### src/hw/smpc_pkg.sv
package smpc_pkg;

  // ****************************************************************
  // register indices, byte address is four times the index
  // ****************************************************************
  localparam logic [15:0] TX_FSK_CTRL1_IDX = 16'h01F1;
  localparam logic [15:0] RX_CTRL0_IDX = 16'h01F2;
  localparam logic [15:0] TX_PREAMBLE_IDX = 16'h0474;
  localparam logic [17:0] TX_FSK_CTRL1_ADDR = {TX_FSK_CTRL1_IDX, 2'b00};
  localparam logic [17:0] RX_CTRL0_ADDR = {RX_CTRL0_IDX, 2'b00};
  localparam logic [17:0] TX_PREAMBLE_ADDR = {TX_PREAMBLE_IDX, 2'b00};

  // ****************************************************************
  // reset values
  // ****************************************************************
  localparam logic [7:0] TX_FSK_CTRL1_RST = 8'h0C;
  localparam logic [2:0] RX_CTRL0_RST = 3'h0;
  localparam logic [9:0] TX_PREAMBLE_RST = 10'h010;

  // ****************************************************************
  // field positions of the transmit control byte
  // ****************************************************************
  localparam int TX_FEC_ON_POS = 0;
  localparam int TX_FEC_ENC_POS = 1;
  localparam int TX_CRC_LEN_POS = 2;
  localparam int TX_WHITEN_POS = 3;
  localparam int TX_PHR_ONE_POS = 4;
  localparam int TX_PHR_TWO_POS = 5;
  localparam int TX_INTLV_POS = 6;
  localparam int TX_SFD_POS = 7;

  // field positions of the receive control byte
  localparam int RX_SET_A_POS = 0;
  localparam int RX_SET_B_POS = 1;
  localparam int RX_EN_POS = 2;

  // width of the preamble byte count
  localparam int PREAMBLE_W = 10;

  // ****************************************************************
  // carriers
  // ****************************************************************
  typedef struct packed {
    logic [7:0] tx_ctrl;
    logic [2:0] rx_ctrl;
    logic [PREAMBLE_W-1:0] preamble;
    logic msf_pending;
    logic switched_active;
    logic rx_go;
    logic pready;
    logic pslverr;
    logic [31:0] prdata;
  } smpc_state_t;

  typedef struct packed {
    logic fec_on;
    logic fec_encoder_sel;
    logic crc_len_sel;
    logic whiten_on;
    logic phr_bit_one;
    logic phr_bit_two;
    logic interleave_on;
    logic sfd_variant_sel;
    logic [PREAMBLE_W-1:0] preamble_bytes;
  } smpc_tx_cfg_t;

endpackage : smpc_pkg

### src/hw/smpc_top.sv
`timescale 1ns/1ps
// What this block does
// RQ1: forward error correction on switched transmit only while fec enable bit is one
// RQ2: encoder select zero picks nrnsc encoder, one picks rsc encoder
// RQ3: crc length select zero gives 32-bit crc, one gives 16-bit crc
// RQ4: whitening enable one whitens switched transmit data, zero leaves it plain
// RQ5: the two phr register bits go to phr bit positions 1 and 2
// RQ6: interleave when enable is one; software sets it with nrnsc encoder
// RQ7: sfd variant sent equals the sfd select bit
// RQ8: transmit control register resets to 0Ch
// RQ9: software keeps preamble byte count between 0004h and 03E8h
// RQ10: preamble length field resets to 0010h
// RQ11: software writes zeros to preamble register bits 15 to 10
// RQ12: mode switch frame with setting bit one applies settings at next trigger
// RQ13: software keeps second setting bit equal to the first
// RQ14: receive enable zero blocks switched reception even at modem timing
// RQ15: software writes zeros to receive control bits 7 to 3
// RQ16: receive control register resets to 00h
module smpc_top #(
  parameter int ADDR_W = 18
) (
  input wire logic i_clk,
  input wire logic i_reset,
  input wire logic i_psel,
  input wire logic i_penable,
  input wire logic i_pwrite,
  input wire logic [ADDR_W-1:0] i_paddr,
  input wire logic [31:0] i_pwdata,
  input wire logic [3:0] i_pstrb,
  output logic [31:0] o_prdata,
  output logic o_pready,
  output logic o_pslverr,
  input wire logic i_msf_rx,
  input wire logic i_rx_trigger,
  input wire logic i_modem_rx_timing,
  output smpc_pkg::smpc_tx_cfg_t o_tx_cfg,
  output logic o_switched_active,
  output logic o_rx_switched_go
);

  // ****************************************************************
  // state
  // ****************************************************************
  smpc_pkg::smpc_state_t state_q;
  smpc_pkg::smpc_state_t state_d;

  logic setup_phase;
  logic wr_fire;
  logic hit_tx;
  logic hit_rx;
  logic hit_pre;

  // address decode and phase
  assign setup_phase = i_psel & ~i_penable;
  assign wr_fire = i_psel & i_penable & state_q.pready & i_pwrite & ~state_q.pslverr;
  assign hit_tx = i_paddr == ADDR_W'(smpc_pkg::TX_FSK_CTRL1_ADDR);
  assign hit_rx = i_paddr == ADDR_W'(smpc_pkg::RX_CTRL0_ADDR);
  assign hit_pre = i_paddr == ADDR_W'(smpc_pkg::TX_PREAMBLE_ADDR);

  // ****************************************************************
  // next state
  // ****************************************************************
  always_comb begin
    state_d = state_q;
    // bus answer: one wait-free access cycle after setup
    state_d.pready = setup_phase;
    state_d.pslverr = setup_phase & ~(hit_tx | hit_rx | hit_pre);
    state_d.prdata = 32'h0000_0000;
    if (setup_phase && !i_pwrite) begin
      if (hit_tx) begin
        state_d.prdata = {24'h00_0000, state_q.tx_ctrl};
      end else if (hit_rx) begin
        state_d.prdata = {29'h0000_0000, state_q.rx_ctrl}; // RQ15
      end else if (hit_pre) begin
        state_d.prdata = {22'h00_0000, state_q.preamble}; // RQ11
      end
    end
    // register writes, only on byte lanes enabled
    if (wr_fire && hit_tx && i_pstrb[0]) begin
      state_d.tx_ctrl = i_pwdata[7:0];
    end
    if (wr_fire && hit_rx && i_pstrb[0]) begin
      state_d.rx_ctrl = i_pwdata[2:0]; // RQ15
    end
    if (wr_fire && hit_pre) begin
      if (i_pstrb[0]) begin
        state_d.preamble[7:0] = i_pwdata[7:0];
      end
      if (i_pstrb[1]) begin
        state_d.preamble[9:8] = i_pwdata[9:8]; // RQ11
      end
    end
    // mode switch frame arms the switch while setting bit is set
    if (!state_q.rx_ctrl[smpc_pkg::RX_SET_A_POS]) begin
      state_d.msf_pending = 1'b0;
      state_d.switched_active = 1'b0;
    end else begin
      if (i_rx_trigger && state_q.msf_pending) begin
        state_d.switched_active = 1'b1; // RQ12
        state_d.msf_pending = 1'b0;
      end
      if (i_msf_rx) begin
        state_d.msf_pending = 1'b1; // RQ12
      end
    end
    // reception only with enable bit and modem timing
    state_d.rx_go = i_modem_rx_timing & state_q.switched_active
      & state_q.rx_ctrl[smpc_pkg::RX_EN_POS]; // RQ14
  end

  // ****************************************************************
  // registers
  // ****************************************************************
  always_ff @(posedge i_clk) begin
    if (i_reset) begin
      state_q <= '0;
      state_q.tx_ctrl <= smpc_pkg::TX_FSK_CTRL1_RST; // RQ8
      state_q.rx_ctrl <= smpc_pkg::RX_CTRL0_RST; // RQ16
      state_q.preamble <= smpc_pkg::TX_PREAMBLE_RST; // RQ10
    end else begin
      state_q <= state_d;
    end
  end

  // ****************************************************************
  // outputs
  // ****************************************************************
  assign o_prdata = state_q.prdata;
  assign o_pready = state_q.pready;
  assign o_pslverr = state_q.pslverr;
  assign o_switched_active = state_q.switched_active;
  assign o_rx_switched_go = state_q.rx_go;
  // transmit configuration fields to the modem
  assign o_tx_cfg.fec_on = state_q.tx_ctrl[smpc_pkg::TX_FEC_ON_POS]; // RQ1
  assign o_tx_cfg.fec_encoder_sel = state_q.tx_ctrl[smpc_pkg::TX_FEC_ENC_POS]; // RQ2
  assign o_tx_cfg.crc_len_sel = state_q.tx_ctrl[smpc_pkg::TX_CRC_LEN_POS]; // RQ3
  assign o_tx_cfg.whiten_on = state_q.tx_ctrl[smpc_pkg::TX_WHITEN_POS]; // RQ4
  assign o_tx_cfg.phr_bit_one = state_q.tx_ctrl[smpc_pkg::TX_PHR_ONE_POS]; // RQ5
  assign o_tx_cfg.phr_bit_two = state_q.tx_ctrl[smpc_pkg::TX_PHR_TWO_POS]; // RQ5
  assign o_tx_cfg.interleave_on = state_q.tx_ctrl[smpc_pkg::TX_INTLV_POS]; // RQ6
  assign o_tx_cfg.sfd_variant_sel = state_q.tx_ctrl[smpc_pkg::TX_SFD_POS]; // RQ7
  assign o_tx_cfg.preamble_bytes = state_q.preamble; // RQ9
endmodule : smpc_top

### config.mk
export PLATFORM = sky130hd
export DESIGN_NAME = smpc_top
export DESIGN_NICKNAME = d
export VERILOG_FILES = /design/src/hw/smpc_pkg.sv /design/src/hw/smpc_top.sv
export SDC_FILE = /design/constraint.sdc
export NUM_CORES = 1
export LEC_CHECK = 0
export ABC_AREA = 1
export BUFFER_PORTS_ARGS = -buffer_cell sky130_fd_sc_hd__buf_2
export CORE_ASPECT_RATIO = 0.5
export CORE_UTILIZATION = 48
export DETAILED_ROUTE_END_ITERATION = 12
export PLACE_DENSITY = 0.85
export SYNTH_ARGS = -nofsm -noshare
export SYNTH_HDL_FRONTEND = slang
export SYNTH_SLANG_ARGS = --single-unit
### constraint.sdc
create_clock -name i_clk -period 3.99 [get_ports i_clk]
set_clock_uncertainty 0.15 [all_clocks]
set_input_delay 0.798 -clock i_clk [delete_from_list [all_inputs] [get_ports i_clk]]
set_output_delay 0.798 -clock i_clk [all_outputs]
set_load 0.02 [all_outputs]
==> flow_metrics.env <==
export IMPL_gp_congestion=0.870
export IMPL_synth_top_area_cell="dfxtp_1"
export IMPL_crit_path_max_fanout=19
export IMPL_cp_start_kind="input pin"
export IMPL_grtUsageTotal_pct=19.3
export IMPL_period_needed_ns=2.07
export IMPL_drc=0
export IMPL_place_ws_ns=1.61
export IMPL_rows=16
export IMPL_end_kind="register"
export IMPL_drtPass1Iterations=4
export IMPL_synth_area_per_cell_um2=6.67
export IMPL_grt_antenna_before_repair=0
export IMPL_dr_total_vias=1973
export IMPL_required_ns=4.06
export IMPL_cellLeakagePower_nw=1.27
export IMPL_tightestPinTransition_ns=0.742
export IMPL_drive_gt1_share_pct=25.0
export IMPL_grt_overflow=0
export IMPL_synth_seq_cells=36
export IMPL_diodes=0
export IMPL_wl_per_cell_um=10.8
export IMPL_cts_tree="yes"
export IMPL_drtIter0Drc=194
export IMPL_synthSimpleGateAreaFrac_pct=37.7
export IMPL_synth_edf_count=0
export IMPL_fin_cells=422
export IMPL_hold_path_class="register to register"
export IMPL_synth_adder_area_share_pct=0
export IMPL_placed_area_um2=2260
export IMPL_synth_cell_types=22
export IMPL_arrival_ns=2.15
export IMPL_grt_max_degree=24
export IMPL_timing_final_crit_share_pct=52.0
export IMPL_cts_buffer_depth=2
export IMPL_syn_inst=323
export IMPL_port_buffers=69
export IMPL_setup_viol=0
export IMPL_fin_area_um2=2350
export IMPL_hold_violations=0
export IMPL_synth_commonest_cells="nand2_1 (67), nor2_1 (57), buf_4 (50)"
export IMPL_start_util_pct=52.5
export IMPL_drtAntennaViolNets=0
export IMPL_fmax_mhz=482
export IMPL_numCtsBuffers=5
export IMPL_synth_top_area_share_pct=33.4
export IMPL_postCtsHoldBufs=0
export IMPL_synthMuxAreaShare_pct=0
export IMPL_synthFlopType="dfxtp_1"
export IMPL_post_cts_buffers=0
export IMPL_syn_area_um2=2150
export IMPL_synth_area_leaders="dfxtp_1 (33%), buf_4 (17%), nand2_1 (12%)"
export IMPL_ioPinCount=116
export IMPL_status="completed"
export IMPL_grt_pass1_vias=1704
export IMPL_dieWidth_um=96.8
export IMPL_peakVddDrop_mv=0.115
export IMPL_htree_levels=2
export IMPL_core_area_um2=4100
export IMPL_clock_latency_ns=0.29
export IMPL_synth_top_family_by_area="simple AND/OR/NAND/NOR gates"
export IMPL_rsz0062_at_grt="false"
export IMPL_setup_slack_ns=1.92
export IMPL_clk_pin_slew_ns=0.07
export IMPL_routed_wl_um=4570
export IMPL_via_per_inst=4.68
export IMPL_power_per_cell_area_nw_per_um2=301
export IMPL_maxSlewViolCount=0
export IMPL_async_flop_share_pct=0
export IMPL_cts_sinks=36
export IMPL_tns_ns=0
export IMPL_synthXorXnorAreaFrac_pct=0
export IMPL_ys_seq_area_share_pct=33.4
export IMPL_synth_compound_area_share_pct=2.32
export IMPL_synth_most_common_cell="nand2_1"
export IMPL_dp_cells=414
export IMPL_cts_resized=0
export IMPL_area_growth_pct=9.06
export IMPL_design_power_total_mw=0.708
export IMPL_max_slew_margin_pct=50.4
export IMPL_ys_warn_count=0
export IMPL_crit_type="input pin to register"
export IMPL_cts_root_buf="clkbuf_8"
export IMPL_final_nets=429
export IMPL_die_h_um=49.4
export IMPL_dp_hpwl_um=3440
export IMPL_dieArea_um2=4780
export IMPL_grt_pass1_wl_um=7360
export IMPL_maxCapViolations=0
## metal layers
layer / wire length, µm / vias to the layer above / GRT usage [%]
met4: 52 / 0 / 3.48
met2: 1900 / 96 / 31.2
met5: 0 / - / 0
met3: 472 / 10 / 5.59
met1: 2140 / 847 / 25.9
li1: - / 1020 / -
## critical path, stage by stage
cell and delay [ns]:
buf_2 0.11, nand3_2 0.11, nor3_4 0.58, inv_2 0.09, nor2_4 0.26, nor2_1 0.08, nor2_1 0.11
## per-stage QoR
step,utilization [%],hold slack (ns)
2_1_floorplan,-,0.280
3_3_place_gp,55.0,0.297
3_5_place_dp,55.0,0.297
4_1_cts,57.3,0.308
5_1_grt,57.3,0.346
6_report,57.3,0.306
## cell usage in the layout (no fill, tap or decap), types with 2 or more instances in the layout
master | Yosys | layout
buf_2 | 0 | 69
nand2_1 | 67 | 67
nor2_1 | 57 | 57
inv_1 | 43 | 43
dfxtp_1 | 36 | 36
nand4_1 | 24 | 24
conb_1 | 1 | 22
nand3_1 | 14 | 14
nor2_2 | 6 | 6
clkbuf_8 | 0 | 6
o21ai_0 | 5 | 5
a21oi_1 | 5 | 5
nand3_2 | 3 | 3
nor2_4 | 2 | 2
## report_power, final
group / total (mW) / internal [mW] / switching [mW]
clock: 0.273 / 0.140 / 0.133
sequential: 0.360 / 0.360 / 0.000320
combinational: 0.0748 / 0.0227 / 0.0521
total: 0.708 / 0.523 / 0.185
## final timing paths
path | startpoint | to | slack (ns) | cells past startpoint
max | i_pwrite | o_tx_cfg[6] | 1.92 | 7
min | o_switched_active | o_rx_switched_go | 0.31 | 2
max reg2reg | o_pslverr | o_tx_cfg[6] | 2.15 | 7
min reg2reg | o_switched_active | o_rx_switched_go | 0.31 | 2
## logic make-up after synthesis
group,Yosys count
buffers and inverters,99
and+or+nand+nor,177
other,1
AOI/OAI and AO/OA,10
DFF,36
## final cells by class
cell class / count / area [µm²]
Timing Repair Buffer: 70 / 353
Inverter: 45 / 170
Sequential cell: 36 / 721
Multi-Input combinational cell: 209 / 945
Tap cell: 54 / 67.6
Fill cell: 416 / 1750
Clock inverter: 1 / 7.51
Clock buffer: 7 / 86.3
## registers in the layout (all words and copies together) (netlist names)
register,cells
o_pready,1
o_tx_cfg,18
o_rx_switched_go,1
o_pslverr,1
state_q,4
o_switched_active,1
o_prdata,10
Note: power is estimated with default switching activity, not from simulation.
